[src/rtl/bafe_pkg.sv]
/*
 * constants for the battery front end control and status register bank:
 * slave address, register offsets, field positions, reset values, timing.
 * assumes a 10 MHz system clock.
 */
package bafe_pkg;

	// ----------------------------------------
	// timing
	// ----------------------------------------
	localparam int BAFE_CLK_HZ = 10_000_000;
	// watchdog gives up after this long without an input clock edge
	localparam int BAFE_WD_TIMEOUT_US = 500;
	localparam int BAFE_WD_TIMEOUT_CYC = BAFE_WD_TIMEOUT_US * (BAFE_CLK_HZ / 1_000_000);

	// ----------------------------------------
	// link and map
	// ----------------------------------------
	localparam logic [6:0] BAFE_SLAVE_ADDR = 7'h20;
	localparam logic [7:0] BAFE_OFS_STATUS = 8'h00;
	localparam logic [7:0] BAFE_OFS_OUT = 8'h01;
	localparam logic [7:0] BAFE_OFS_STATE = 8'h02;
	localparam logic [7:0] BAFE_OFS_FUNC = 8'h03;
	localparam logic [7:0] BAFE_OFS_CELL = 8'h04;

	// ----------------------------------------
	// field positions
	// ----------------------------------------
	localparam int BAFE_ST_SCD = 0;
	localparam int BAFE_ST_SCC = 1;
	localparam int BAFE_ST_OL = 2;
	localparam int BAFE_ST_WDF = 3;
	localparam int BAFE_OC_REL = 0;
	localparam int BAFE_OC_DSG = 1;
	localparam int BAFE_OC_CHG = 2;
	localparam int BAFE_OC_ZVOFF = 3;
	localparam int BAFE_OC_OD = 4;
	localparam int BAFE_SC_SLEEP = 0;
	localparam int BAFE_SC_SHIP = 1;
	localparam int BAFE_SC_WATCHDOG_DISABLE = 2;
	localparam int BAFE_FC_VOLTAGE_MONITOR_ENABLE = 0;
	localparam int BAFE_FC_PACK = 1;
	localparam int BAFE_FC_XOL = 2;
	localparam int BAFE_FC_SHORT_CHARGE_SENSE_DISABLE = 3;
	localparam int BAFE_FC_SHORT_DISCHARGE_SENSE_DISABLE = 4;
	localparam int BAFE_FC_TPWR = 5;

	// ----------------------------------------
	// writable bits and reset values
	// ----------------------------------------
	localparam logic [7:0] BAFE_OC_MASK = 8'h1f;
	localparam logic [7:0] BAFE_SC_MASK = 8'h07;
	localparam logic [7:0] BAFE_FC_MASK = 8'h3f;
	localparam logic [7:0] BAFE_OC_RST = 8'h00;
	localparam logic [7:0] BAFE_SC_RST = 8'h00;
	localparam logic [7:0] BAFE_FC_RST = 8'h00;
	localparam logic [7:0] BAFE_CS_RST = 8'h00;

	typedef enum {
		S_IDLE, S_ADDR, S_AACK, S_REG, S_DACK, S_WDATA, S_RDATA, S_MACK
	} bafe_link_state_t;

endpackage

[src/rtl/bafe_sync.sv]
/*
 * two flip-flop synchroniser, one chain per bit.
 * assumes inputs are quasi-static against the sampling clock.
 */
`timescale 1ns/1ps
module bafe_sync #(
	parameter int WIDTH = 1
) (
	input wire logic i_clk_sys,
	input wire logic [WIDTH-1:0] i_async,
	output logic [WIDTH-1:0] o_sync
);

	// ----------------------------------------
	// per-bit chains
	// ----------------------------------------
	// no reset: chains flush within the reset hold time
	for (genvar g = 0; g < WIDTH; g++) begin : g_bit
		logic meta_q;
		logic sync_q;
		always_ff @(posedge i_clk_sys) begin
			meta_q <= i_async[g];
			sync_q <= meta_q;
		end
		assign o_sync[g] = sync_q;
	end

endmodule

[src/rtl/bafe_regs.sv]
/*
 * control and status register bank of a multi-cell battery protection front
 * end, reached over an i2c compatible slave port; fault latches, watchdog
 * and output drive. assumes analog comparators and pins arrive asynchronous,
 * scl at most a few hundred khz against a 10 MHz system clock.
 */
// Overview of operation
// - status read releases the alert output
// - short-circuit flags per current direction
// - overload flag above threshold only
// - watchdog flag on stopped input clock
// - sleep flag mirrors sleep mode
// - clamp flag; top two bits zero
// - fault latches released by 0-1-0 write
// - discharge drive bit
// - charge drive bit, reset from strap
// - zero-volt drive bit active low
// - open-drain output pulled low when set
// - sleep control bit
// - ship mode once pack supply removed
// - watchdog disable bit
// - monitor enable, output grounded when off
// - pack voltage overrides cell selection
// - active high sense disables
// - thermistor supply control
// - monitored cell select
// - monitor calibration mode select
// - per-cell balance bypass enables
// - slave at address 0x20, clock input only
// - reads refused during sleep
// - register pointer never auto-increments
`timescale 1ns/1ps
module bafe_regs import bafe_pkg::*; #(
	parameter int WD_TIMEOUT_CYC = BAFE_WD_TIMEOUT_CYC
) (
	input wire logic i_clk_sys,
	input wire logic i_rst,
	input wire logic i_scl,
	input wire logic i_sda,
	output logic o_sda,
	output logic o_sda_oe,
	input wire logic i_watchdog_clock_input,
	input wire logic i_sleep_pin,
	input wire logic i_pack_present,
	input wire logic i_precharge_mode_strap,
	input wire logic i_short_discharge_detect,
	input wire logic i_short_charge_detect,
	input wire logic i_overload_detect,
	input wire logic i_zero_volt_clamp,
	output logic o_alert_irq_n,
	output logic o_discharge_fet_on,
	output logic o_charge_fet_on,
	output logic o_zero_volt_fet_drive,
	output logic o_open_drain_output,
	output logic o_open_drain_output_oe,
	output logic o_ship_mode,
	output logic o_voltage_monitor_enable,
	output logic o_pack_voltage_select,
	output logic [1:0] o_monitor_cell_sel,
	output logic [1:0] o_monitor_mode,
	output logic [3:0] o_balance_enable,
	output logic o_thermistor_power_on
);

	// ----------------------------------------
	// parameter check
	// ----------------------------------------
	if (WD_TIMEOUT_CYC < 2 || WD_TIMEOUT_CYC > 65535) begin : g_bad_wd
		$error("watchdog count out of range");
	end
	localparam logic [15:0] WD_MAX = 16'(WD_TIMEOUT_CYC);

	// ----------------------------------------
	// input synchronisers
	// ----------------------------------------
	logic [9:0] pin_s;
	logic scl_s, sda_s, wdi_s, sleep_pin_s, pack_s, strap_s;
	logic scd_s, scc_s, ol_s, zvc_s;

	bafe_sync #(.WIDTH(10)) u_sync (
		.i_clk_sys(i_clk_sys),
		.i_async({i_scl, i_sda, i_watchdog_clock_input, i_sleep_pin, i_pack_present,
			i_precharge_mode_strap, i_short_discharge_detect, i_short_charge_detect,
			i_overload_detect, i_zero_volt_clamp}),
		.o_sync(pin_s)
	);
	assign {scl_s, sda_s, wdi_s, sleep_pin_s, pack_s, strap_s, scd_s, scc_s, ol_s, zvc_s} = pin_s;

	// ----------------------------------------
	// declarations
	// ----------------------------------------
	bafe_link_state_t state_q;
	logic scl_q, sda_q, wdi_q;
	logic [3:0] cnt_q;
	logic [7:0] shift_q, ptr_q, tx_q, rd_data, rd_status;
	logic rw_q, sda_oe_q, nack_q;
	logic [7:0] oc_q, sc_q, fc_q, cs_q;
	logic [3:0] fault_q, fault_set;
	logic [15:0] wd_cnt_q;
	logic alert_n_q;
	logic scl_rise, scl_fall, start_det, stop_det;
	logic sleep_mode, addr_hit, load_rd, wr_stb, status_rd, lt_release, wd_to, fet_ok;

	// ----------------------------------------
	// link edges
	// ----------------------------------------
	always_ff @(posedge i_clk_sys) begin
		if (i_rst) begin
			scl_q <= 1'b1;
			sda_q <= 1'b1;
			wdi_q <= 1'b0;
		end else begin
			scl_q <= scl_s;
			sda_q <= sda_s;
			wdi_q <= wdi_s;
		end
	end

	assign scl_rise = scl_s & ~scl_q;
	assign scl_fall = ~scl_s & scl_q;
	assign start_det = scl_s & scl_q & sda_q & ~sda_s;
	assign stop_det = scl_s & scl_q & ~sda_q & sda_s;
	assign sleep_mode = sleep_pin_s | sc_q[BAFE_SC_SLEEP];

	assign addr_hit = (shift_q[7:1] == BAFE_SLAVE_ADDR) && (!shift_q[0] || !sleep_mode);
	assign load_rd = scl_fall && ((state_q == S_AACK && rw_q) || (state_q == S_MACK && !nack_q));
	assign wr_stb = scl_fall && state_q == S_WDATA && cnt_q == 4'h8;
	assign status_rd = load_rd && ptr_q == BAFE_OFS_STATUS;

	// ----------------------------------------
	// slave protocol
	// ----------------------------------------
	// sda changes a few system clocks after scl falls, well inside the low phase
	always_ff @(posedge i_clk_sys) begin
		if (i_rst) begin
			state_q <= S_IDLE;
			cnt_q <= 4'h0;
			shift_q <= 8'h00;
			rw_q <= 1'b0;
			ptr_q <= 8'h00;
			tx_q <= 8'h00;
			sda_oe_q <= 1'b0;
			nack_q <= 1'b0;
		end else if (start_det) begin
			state_q <= S_ADDR;
			cnt_q <= 4'h0;
			sda_oe_q <= 1'b0;
		end else if (stop_det) begin
			state_q <= S_IDLE;
			sda_oe_q <= 1'b0;
		end else if (scl_rise) begin
			if (state_q == S_MACK) begin
				nack_q <= sda_s;
			end else if (state_q inside {S_ADDR, S_REG, S_WDATA, S_RDATA}) begin
				shift_q <= {shift_q[6:0], sda_s};
				cnt_q <= cnt_q + 4'h1;
			end
		end else if (scl_fall) begin
			unique case (state_q)
				S_IDLE: begin
					sda_oe_q <= 1'b0;
				end
				S_ADDR: begin
					if (cnt_q == 4'h8) begin
						if (addr_hit) begin
							state_q <= S_AACK;
							rw_q <= shift_q[0];
							sda_oe_q <= 1'b1;
						end else begin
							state_q <= S_IDLE;
						end
					end
				end
				S_AACK: begin
					cnt_q <= 4'h0;
					if (rw_q) begin
						state_q <= S_RDATA;
						tx_q <= {rd_data[6:0], 1'b0};
						sda_oe_q <= ~rd_data[7];
					end else begin
						state_q <= S_REG;
						sda_oe_q <= 1'b0;
					end
				end
				S_REG: begin
					// pointer set only by address byte
					if (cnt_q == 4'h8) begin
						ptr_q <= shift_q;
						state_q <= S_DACK;
						sda_oe_q <= 1'b1;
					end
				end
				S_WDATA: begin
					if (cnt_q == 4'h8) begin
						state_q <= S_DACK;
						sda_oe_q <= 1'b1;
					end
				end
				S_DACK: begin
					state_q <= S_WDATA;
					cnt_q <= 4'h0;
					sda_oe_q <= 1'b0;
				end
				S_RDATA: begin
					if (cnt_q == 4'h8) begin
						state_q <= S_MACK;
						sda_oe_q <= 1'b0;
					end else begin
						sda_oe_q <= ~tx_q[7];
						tx_q <= {tx_q[6:0], 1'b0};
					end
				end
				S_MACK: begin
					if (!nack_q) begin
						state_q <= S_RDATA;
						cnt_q <= 4'h0;
						tx_q <= {rd_data[6:0], 1'b0};
						sda_oe_q <= ~rd_data[7];
					end else begin
						state_q <= S_IDLE;
					end
				end
			endcase
		end
	end

	// data pin only pulled low, clock never driven
	assign o_sda = 1'b0;
	assign o_sda_oe = sda_oe_q;

	// ----------------------------------------
	// read data
	// ----------------------------------------
	// status byte
	assign rd_status = {2'b00, zvc_s, sleep_mode, fault_q};

	always_comb begin
		unique case (ptr_q)
			BAFE_OFS_STATUS: rd_data = rd_status;
			BAFE_OFS_OUT: rd_data = oc_q;
			BAFE_OFS_STATE: rd_data = sc_q;
			BAFE_OFS_FUNC: rd_data = fc_q;
			BAFE_OFS_CELL: rd_data = cs_q;
			default: rd_data = 8'h00;
		endcase
	end

	// ----------------------------------------
	// control registers
	// ----------------------------------------
	// strap is sampled while reset is held, so reset must span the chain
	always_ff @(posedge i_clk_sys) begin
		if (i_rst) begin
			oc_q <= BAFE_OC_RST;
			oc_q[BAFE_OC_CHG] <= strap_s;
			sc_q <= BAFE_SC_RST;
			fc_q <= BAFE_FC_RST;
			cs_q <= BAFE_CS_RST;
		end else if (wr_stb) begin
			unique case (ptr_q)
				BAFE_OFS_OUT: oc_q <= shift_q & BAFE_OC_MASK;
				BAFE_OFS_STATE: sc_q <= shift_q & BAFE_SC_MASK;
				BAFE_OFS_FUNC: fc_q <= shift_q & BAFE_FC_MASK;
				BAFE_OFS_CELL: cs_q <= shift_q;
				default: ;
			endcase
		end
	end

	// release on the 1 to 0 step
	assign lt_release = wr_stb && ptr_q == BAFE_OFS_OUT && oc_q[BAFE_OC_REL] && !shift_q[BAFE_OC_REL];

	// ----------------------------------------
	// watchdog
	// ----------------------------------------
	// count since last input edge
	always_ff @(posedge i_clk_sys) begin
		if (i_rst) begin
			wd_cnt_q <= 16'h0000;
		end else if (sc_q[BAFE_SC_WATCHDOG_DISABLE] || sleep_mode || (wdi_s ^ wdi_q)) begin
			wd_cnt_q <= 16'h0000;
		end else if (wd_cnt_q != WD_MAX) begin
			wd_cnt_q <= wd_cnt_q + 16'h0001;
		end
	end
	assign wd_to = wd_cnt_q == WD_MAX;

	// ----------------------------------------
	// fault latches and alert
	// ----------------------------------------
	// sense gated by disables
	assign fault_set[BAFE_ST_SCD] = scd_s & ~fc_q[BAFE_FC_SHORT_DISCHARGE_SENSE_DISABLE] & ~sleep_mode;
	assign fault_set[BAFE_ST_SCC] = scc_s & ~fc_q[BAFE_FC_SHORT_CHARGE_SENSE_DISABLE] & ~sleep_mode;
	assign fault_set[BAFE_ST_OL] = ol_s & ~fc_q[BAFE_FC_XOL] & ~sleep_mode;
	assign fault_set[BAFE_ST_WDF] = wd_to;

	always_ff @(posedge i_clk_sys) begin
		if (i_rst) begin
			fault_q <= 4'h0;
		end else if (lt_release) begin
			fault_q <= fault_set;
		end else begin
			fault_q <= fault_q | fault_set;
		end
	end

	always_ff @(posedge i_clk_sys) begin
		if (i_rst) begin
			alert_n_q <= 1'b1;
		end else if (|(fault_set & ~fault_q)) begin
			alert_n_q <= 1'b0;
		end else if (status_rd) begin
			alert_n_q <= 1'b1;
		end
	end
	assign o_alert_irq_n = alert_n_q;

	// ----------------------------------------
	// output drive
	// ----------------------------------------
	assign fet_ok = ~(|fault_q) & ~sleep_mode;

	always_ff @(posedge i_clk_sys) begin
		if (i_rst) begin
			o_discharge_fet_on <= 1'b0;
			o_charge_fet_on <= 1'b0;
			o_zero_volt_fet_drive <= 1'b0;
			o_open_drain_output <= 1'b0;
			o_open_drain_output_oe <= 1'b0;
			o_ship_mode <= 1'b0;
		end else begin
			// fets off on fault or sleep
			o_discharge_fet_on <= oc_q[BAFE_OC_DSG] & fet_ok;
			o_charge_fet_on <= oc_q[BAFE_OC_CHG] & fet_ok;
			o_zero_volt_fet_drive <= ~oc_q[BAFE_OC_ZVOFF] & fet_ok;
			o_open_drain_output <= 1'b0;
			o_open_drain_output_oe <= oc_q[BAFE_OC_OD];
			o_ship_mode <= sc_q[BAFE_SC_SHIP] & ~pack_s;
		end
	end

	always_ff @(posedge i_clk_sys) begin
		if (i_rst) begin
			o_voltage_monitor_enable <= 1'b0;
			o_pack_voltage_select <= 1'b0;
			o_monitor_cell_sel <= 2'h0;
			o_monitor_mode <= 2'h0;
			o_balance_enable <= 4'h0;
			o_thermistor_power_on <= 1'b0;
		end else begin
			o_voltage_monitor_enable <= fc_q[BAFE_FC_VOLTAGE_MONITOR_ENABLE] & ~sleep_mode;
			o_pack_voltage_select <= fc_q[BAFE_FC_VOLTAGE_MONITOR_ENABLE] & fc_q[BAFE_FC_PACK] & ~sleep_mode;
			o_monitor_cell_sel <= cs_q[1:0];
			o_monitor_mode <= cs_q[3:2];
			o_balance_enable <= sleep_mode ? 4'h0 : cs_q[7:4];
			o_thermistor_power_on <= fc_q[BAFE_FC_TPWR] & ~sleep_mode;
		end
	end

	// ----------------------------------------
	// assertions
	// ----------------------------------------
	a_alert_clear: assert property (@(posedge i_clk_sys) disable iff (i_rst)
		status_rd && !(|(fault_set & ~fault_q)) |=> o_alert_irq_n)
		else $error("alert not released by status read");

	a_alert_raise: assert property (@(posedge i_clk_sys) disable iff (i_rst)
		|(fault_set & ~fault_q) |=> !o_alert_irq_n ##0 (|fault_q))
		else $error("new fault did not raise alert");

	a_status_top: assert property (@(posedge i_clk_sys) disable iff (i_rst)
		rd_status[7:6] == 2'h0 && rd_status[4] == sleep_mode)
		else $error("status upper bits wrong");

	a_wd_fault: assert property (@(posedge i_clk_sys) disable iff (i_rst)
		wd_to && !sc_q[BAFE_SC_WATCHDOG_DISABLE] && !sleep_mode |=> fault_q[BAFE_ST_WDF] [*2])
		else $error("watchdog timeout not latched");

	a_wd_disabled: assert property (@(posedge i_clk_sys) disable iff (i_rst)
		sc_q[BAFE_SC_WATCHDOG_DISABLE] |=> wd_cnt_q == 16'h0000 && !wd_to)
		else $error("watchdog ran while disabled");

	a_latch_hold: assert property (@(posedge i_clk_sys) disable iff (i_rst)
		(|fault_q) && !lt_release |=> (|fault_q))
		else $error("fault latch dropped without release");

	a_fet_fault: assert property (@(posedge i_clk_sys) disable iff (i_rst)
		(|fault_q) || sleep_mode |=> !o_discharge_fet_on && !o_charge_fet_on && !o_zero_volt_fet_drive)
		else $error("fet driven during fault or sleep");

	a_sleep_read: assert property (@(posedge i_clk_sys) disable iff (i_rst)
		scl_fall && state_q == S_ADDR && cnt_q == 4'h8 && shift_q[0] && sleep_mode
		|=> state_q == S_IDLE && !o_sda_oe)
		else $error("read acknowledged in sleep");

	a_ptr_stable: assert property (@(posedge i_clk_sys) disable iff (i_rst)
		state_q != S_REG |=> $stable(ptr_q))
		else $error("register pointer moved outside address byte");

	a_monitor_off: assert property (@(posedge i_clk_sys) disable iff (i_rst)
		!fc_q[BAFE_FC_VOLTAGE_MONITOR_ENABLE] |=> !o_voltage_monitor_enable && !o_pack_voltage_select)
		else $error("monitor active while disabled");

endmodule

[config.mk]
export PLATFORM = sky130hd
export DESIGN_NAME = bafe_regs
export DESIGN_NICKNAME = d
export VERILOG_FILES = /design/src/rtl/bafe_pkg.sv /design/src/rtl/bafe_sync.sv /design/src/rtl/bafe_regs.sv
export SDC_FILE = /design/constraint.sdc
export NUM_CORES = 1
export LEC_CHECK = 0
export CORE_MARGIN = 8
export CORE_UTILIZATION = 42
export CTS_CLUSTER_SIZE = 12
export DETAILED_ROUTE_END_ITERATION = 12
export DONT_BUFFER_PORTS = 1
export SYNTH_ARGS = -nofsm -noshare
export SYNTH_HDL_FRONTEND = slang
export SYNTH_SLANG_ARGS = --single-unit
[constraint.sdc]
create_clock -name i_clk_sys -period 2.2 [get_ports i_clk_sys]
set_input_delay 0.33 -clock i_clk_sys [delete_from_list [all_inputs] [get_ports i_clk_sys]]
set_output_delay 0.33 -clock i_clk_sys [all_outputs]
set_load 0.005 [all_outputs]
**Word-level counts from Yosys, hierarchy flattened**

Cells that the tools add are included.
W data, S select, Z words.

- Output and inout port bits: 20
- Flip-flop bits (word level): 145
- Word-level logic and storage cells: 216
- Input bits: 12

- Equality and inequality tests: 32
- Muxes and demuxes: 35
- Reductions and logical operators: 52
- Bitwise logic cells: 44
- $add $sub $neg: 2

Operator list:

| kind | number |
|---|---|
| $pmux W32 S6 | 1 |
| $eq A32 B3 Y1 const B | 5 |
| $mux W32 | 3 |
| $eq A32 B2 Y1 const B | 2 |
| $eq A32 B4 Y1 const B | 2 |
| $pmux W8 S5 | 1 |
| $eq A32 B1 Y1 const B | 1 |
| $logic_not A32 Y1 | 1 |
| $reduce_and A6 Y1 | 5 |
| $mux W4 | 6 |
| $mux W8 | 3 |
| $pmux W8 S3 | 1 |
| $and A1 B1 Y1 | 22 |
| $not A1 Y1 | 17 |
| $add A16 B1 Y16 const B | 1 |
| $eq A16 B13 Y1 const B | 1 |
| $eq A8 B2 Y1 const B | 2 |
| $ne A16 B13 Y1 const B | 1 |
| $mux W3 | 5 |
| $ne A2 B2 Y1 const B | 7 |
| $mux W1 | 12 |
| $reduce_or A2 Y1 | 6 |
| $logic_and A1 B1 Y1 | 10 |
| $reduce_and A2 Y1 | 5 |
| 32 further kinds | 45 |

**Logic depth before layout (Yosys ltp)**

- Depth in word-level cells: 11
- Mapped depth: 8

**Hierarchy**

A second synthesis with hierarchy kept.

- Cell total of the unflattened synthesis: 509
- Area, all modules: 4,789.6 um^2

Modules (own cells, without submodules):

| module | cells each | seq. area each (um^2) | times used | area an instance (um^2) |
|---|---|---|---|---|
| bafe_regs | 479 | 1,911.8 | 1 | 4,314.1 |
| bafe_sync | 30 | 400.4 | 1 | 475.5 |

**Worst setup path before layout**

OpenSTA, ideal clock, no wires.

- Kind: register to register
- Start point: reg ptr_q[7]
- End point: reg oc_q[2], enable pin
- Cell stages (with the launch flop): 5
- Period minus slack after synthesis: 2.192 ns
- Buffers on the path: 0
- Slack: 0.008 ns
- Required time: 1.910 ns
- Library setup time: 0.290 ns
- Data arrival time: 1.902 ns
- Path through: dfxtp_1 > or4_4 > or3_4 > nor4b_4 > or2_2

- Cells in the longest elaborated chain, start to end: 3

Ends and longest elaborated chain:

| item | line | text |
|---|---|---|
| start: declaration | bafe_regs.sv:95 | `logic [7:0] shift_q, ptr_q, tx_q, rd_data, rd_status;` |
| start signal: assignment | bafe_regs.sv:188 | `ptr_q <= shift_q;` |
| $eq A8 B1 Y1 | bafe_regs.sv:260 | `unique case (ptr_q)` |
| $reduce_bool A2 Y1 (no line) | -- |  |
| $reduce_and A2 Y1 (no line) | -- |  |
| end signal: indexed assignment | bafe_regs.sv:255 | `oc_q[BAFE_OC_CHG] <= strap_s;` |
| end signal: assignment | bafe_regs.sv:261 | `BAFE_OFS_OUT: oc_q <= shift_q & BAFE_OC_MASK;` |
| end: declaration | bafe_regs.sv:97 | `logic [7:0] oc_q, sc_q, fc_q, cs_q;` |

Every way passes these cells.
A chain may end at the register's enable or synchronous reset.

**Worst setup path in the final report**

Ends and elaborated chain as after synthesis.

==> impl_metrics.json <==
{
  "syn_inst": 497,
  "fin_tns_setup_ns": 0,
  "sw_frac_of_total": 0.1958,
  "antenna_found_initial": 0,
  "hold_viol": 0,
  "grt_pass1_vias": 3397,
  "yosys.area.top_type_share": 0.4822,
  "core_mm2": 0.01094,
  "worstPathRequired_ns": 2.33,
  "holdCritStartpoint": "i_rst",
  "io_buffers": 0,
  "placed_cells": 635,
  "p_per_area_mw_per_mm2": 946.6,
  "die-area_mm2": 0.01492,
  "clkSinkCount": 115,
  "fin_crit_ns": 2.125,
  "p_sw_w": 0.001075,
  "gr-total-overflow": 0,
  "ys.flop_type": "dfxtp_1",
  "clock_path_buffers": 2,
  "worst-setup-path-type": "reg -> reg",
  "area_growth_pct": 22.55,
  "post-dp-hpwl_um": 7026,
  "die_w_um": 122.2,
  "nFillCells": 981,
  "vias": 3612,
  "diodes": 0,
  "netlist_area_mm2": 0.004733,
  "ir_drop_uv": 940.0,
  "path_clk_slew_ns": 0.05,
  "drt-pass1-iter-count": 4,
  "tightest_slew_ns": 0.7669,
  "die_h_um": 122.2,
  "p_leak_nw": 2.217,
  "io_pins": 32,
  "timing.fmax_mhz": 470.6,
  "critPathLaunch": "ptr_q[7]",
  "regToRegSetupSlack_ns": 0.07,
  "status": "completed",
  "yosysWarnings": 0,
  "cts_root_buf": "clkbuf_16",
  "dpl_cell_area_mm2": 0.004970,
  "fin_nets": 542,
  "cts_tree": "built",
  "power_frac_seq": 0.393,
  "rows": 38,
  "grt_pass1_wl_um": 17410,
  "synth.largest_area_cell": "dfxtp_1",
  "fin_crit_sh": 0.9660,
  "layout.cells.non_filler": 679,
  "ys_types": 60,
  "fin_ws_ns": 0.07490,
  "drc": 0,
  "cap_viol_max_count": 0,
  "internal-power_w": 0.004416,
  "insertion_delay_ns": 0.41,
  "drt_iter0_markers": 242,
  "cts_made_buffers": 17,
  "final_area_mm2": 0.005801,
  "syn_area_per_cell_um2": 9.524,
  "synth_area_leaders": "dfxtp_1, mux2i_1, nor2_1, o21ai_0, xor2_1",
  "worstSetupStartpointType": "flop",
  "combPwrFrac": 0.030,
  "hp-class": "in -> reg",
  "grt_max_degree": 53,
  "power_frac_clock": 0.577,
  "final_layout_size_suffix_gt1_frac": 0.1336,
  "yosysSeqAreaShare": 0.4885,
  "htree_levels": 4,
  "ys_seq_elements": 115,
  "worstReg2RegStart": "ptr_q[7]",
  "fin_skew_ns": 0.006600,
  "synth_async_sr_flop_share": 0,
  "via_per_inst": 5.320,
  "drt_wl_total_um": 10640,
  "synth_enable_flop_cells": 1,
  "pre_cts_slack_ns": 0.05591,
  "cp_max_fo": 8,
  "synth_common_cells": "dfxtp_1, nor2_1, mux2i_1",
  "crit_arrival_ns": 2.26,
  "rsz0062_at_grt": "false",
  "initial_core_util": 0.4328,
  "post_drt_wl_per_cell_um": 15.67,
  "grt_use_total": 0.1506,
  "maxSlewHeadroom": 0.4887,
  "postRouteAntennaNets": 0,
  "synth_most_common_cell": "dfxtp_1",
  "end_kind": "flop",
  "place_congestion": 0.8344,
  "setup_viol": 0,
  "drv_slew": 0
}
metrics by stage:
stage                     utilization  hold slack [ns]  power (W)
after floorplan                     -           0.3096   0.002302
after CTS                      0.5296         0.006931   0.005545
after global placement         0.4545           0.3108   0.002324
after global routing           0.5304         0.007330   0.005650
after detailed placement       0.4545           0.3128   0.002328
final                          0.5304          0.02601   0.005491
worst paths after layout:
| check | cells past startpoint | endpoint |
|---|---|---|
| min | 1 | scl_q |
| max reg2reg | 5 | oc_q[2] |
| max | 5 | oc_q[2] |
| min reg2reg | 0 | u_sync.g_bit[3].sync_q |
layout make-up:
class / count / area, um2 / area share
well taps: 140 / 175.2 / 0.03020
inverters: 15 / 56.30 / 0.009707
flip-flops and latches: 115 / 2312 / 0.3986
clock buffers: 20 / 466.7 / 0.08046
clock inverters: 12 / 225.2 / 0.03883
multi-input cells: 342 / 2262 / 0.3900
repair buffers: 35 / 302.8 / 0.05220
cell usage in the layout, fill, tap and decap left out, types with 5 or more instances in the layout:
cell,instances
nor3b_1,6
a21oi_1,17
dlygate4sd3_1,11
xnor2_1,5
nand3b_1,6
and2_1,10
nand3_1,11
buf_4,23
nor2b_1,12
and3_1,7
mux2i_1,46
a311oi_1,5
o21ai_1,5
nand2_1,24
nand2b_1,5
o32ai_1,6
dfxtp_1,114
nor3_1,11
bufinv_16,6
nor2_1,72
inv_1,15
xor2_1,11
o21ai_0,20
nand4_1,6
or3_1,5
clkbuf_16,17
repair_timing:
item | in CTS | in global routing
hold buffers | 12 | 0
endpoints found under the hold margin | 62 | 0
resized for setup | 0 | 2
setup buffers | 0 | 0
setup endpoints to repair | 0 | 3
kinds of logic after synthesis:
logic type | synth area share
buffers and inverters | 0.03621
AO/OA/AOI/OAI | 0.09940
adder cells (fa/ha/maj) | 0.01057
XOR/XNOR | 0.02961
AND/OR/NAND/NOR | 0.2281
other | 0.0007923
multiplexers | 0.1068
flip-flops | 0.4885
flip-flops by register name, indices dropped and copies added, names as in the netlist, 2 cells and up:
signal	cells
o_balance_enable	4
u_sync.g_bit.sync_q	10
fc_q	6
oc_q	5
o_monitor_mode	2
state_q	3
tx_q	7
cs_q	8
shift_q	8
sc_q	3
o_monitor_cell_sel	2
fault_q	4
wd_cnt_q	16
cnt_q	4
u_sync.g_bit.meta_q	10
ptr_q	8
power by group through the flow:
stage | logic [W] | clock network [W] | registers [W]
2_1_floorplan | 0.000114 | 0 | 0.00219
3_3_place_gp | 0.000125 | 0 | 0.00220
3_5_place_dp | 0.000128 | 0 | 0.00220
4_1_cts | 0.000164 | 0.00323 | 0.00216
5_1_grt | 0.000185 | 0.00331 | 0.00216
6_report | 0.000166 | 0.00317 | 0.00216
worst max-delay path, cell delays in order (launching register included):
cell and delay [ns]:
dfxtp_1 0.32, or4_4 0.54, or3_4 0.40, nor4b_4 0.25
buf_4 0.21, or2_2 0.13
layer usage:
metal,track usage,vias up,wire length (um)
met2,0.2159,70,4616
met3,0.04350,19,493
met4,0.07159,0,191
li1,-,1801,-
met1,0.2036,1722,5340
met5,0,-,0
Note: power is estimated with default switching activity, not from simulation.
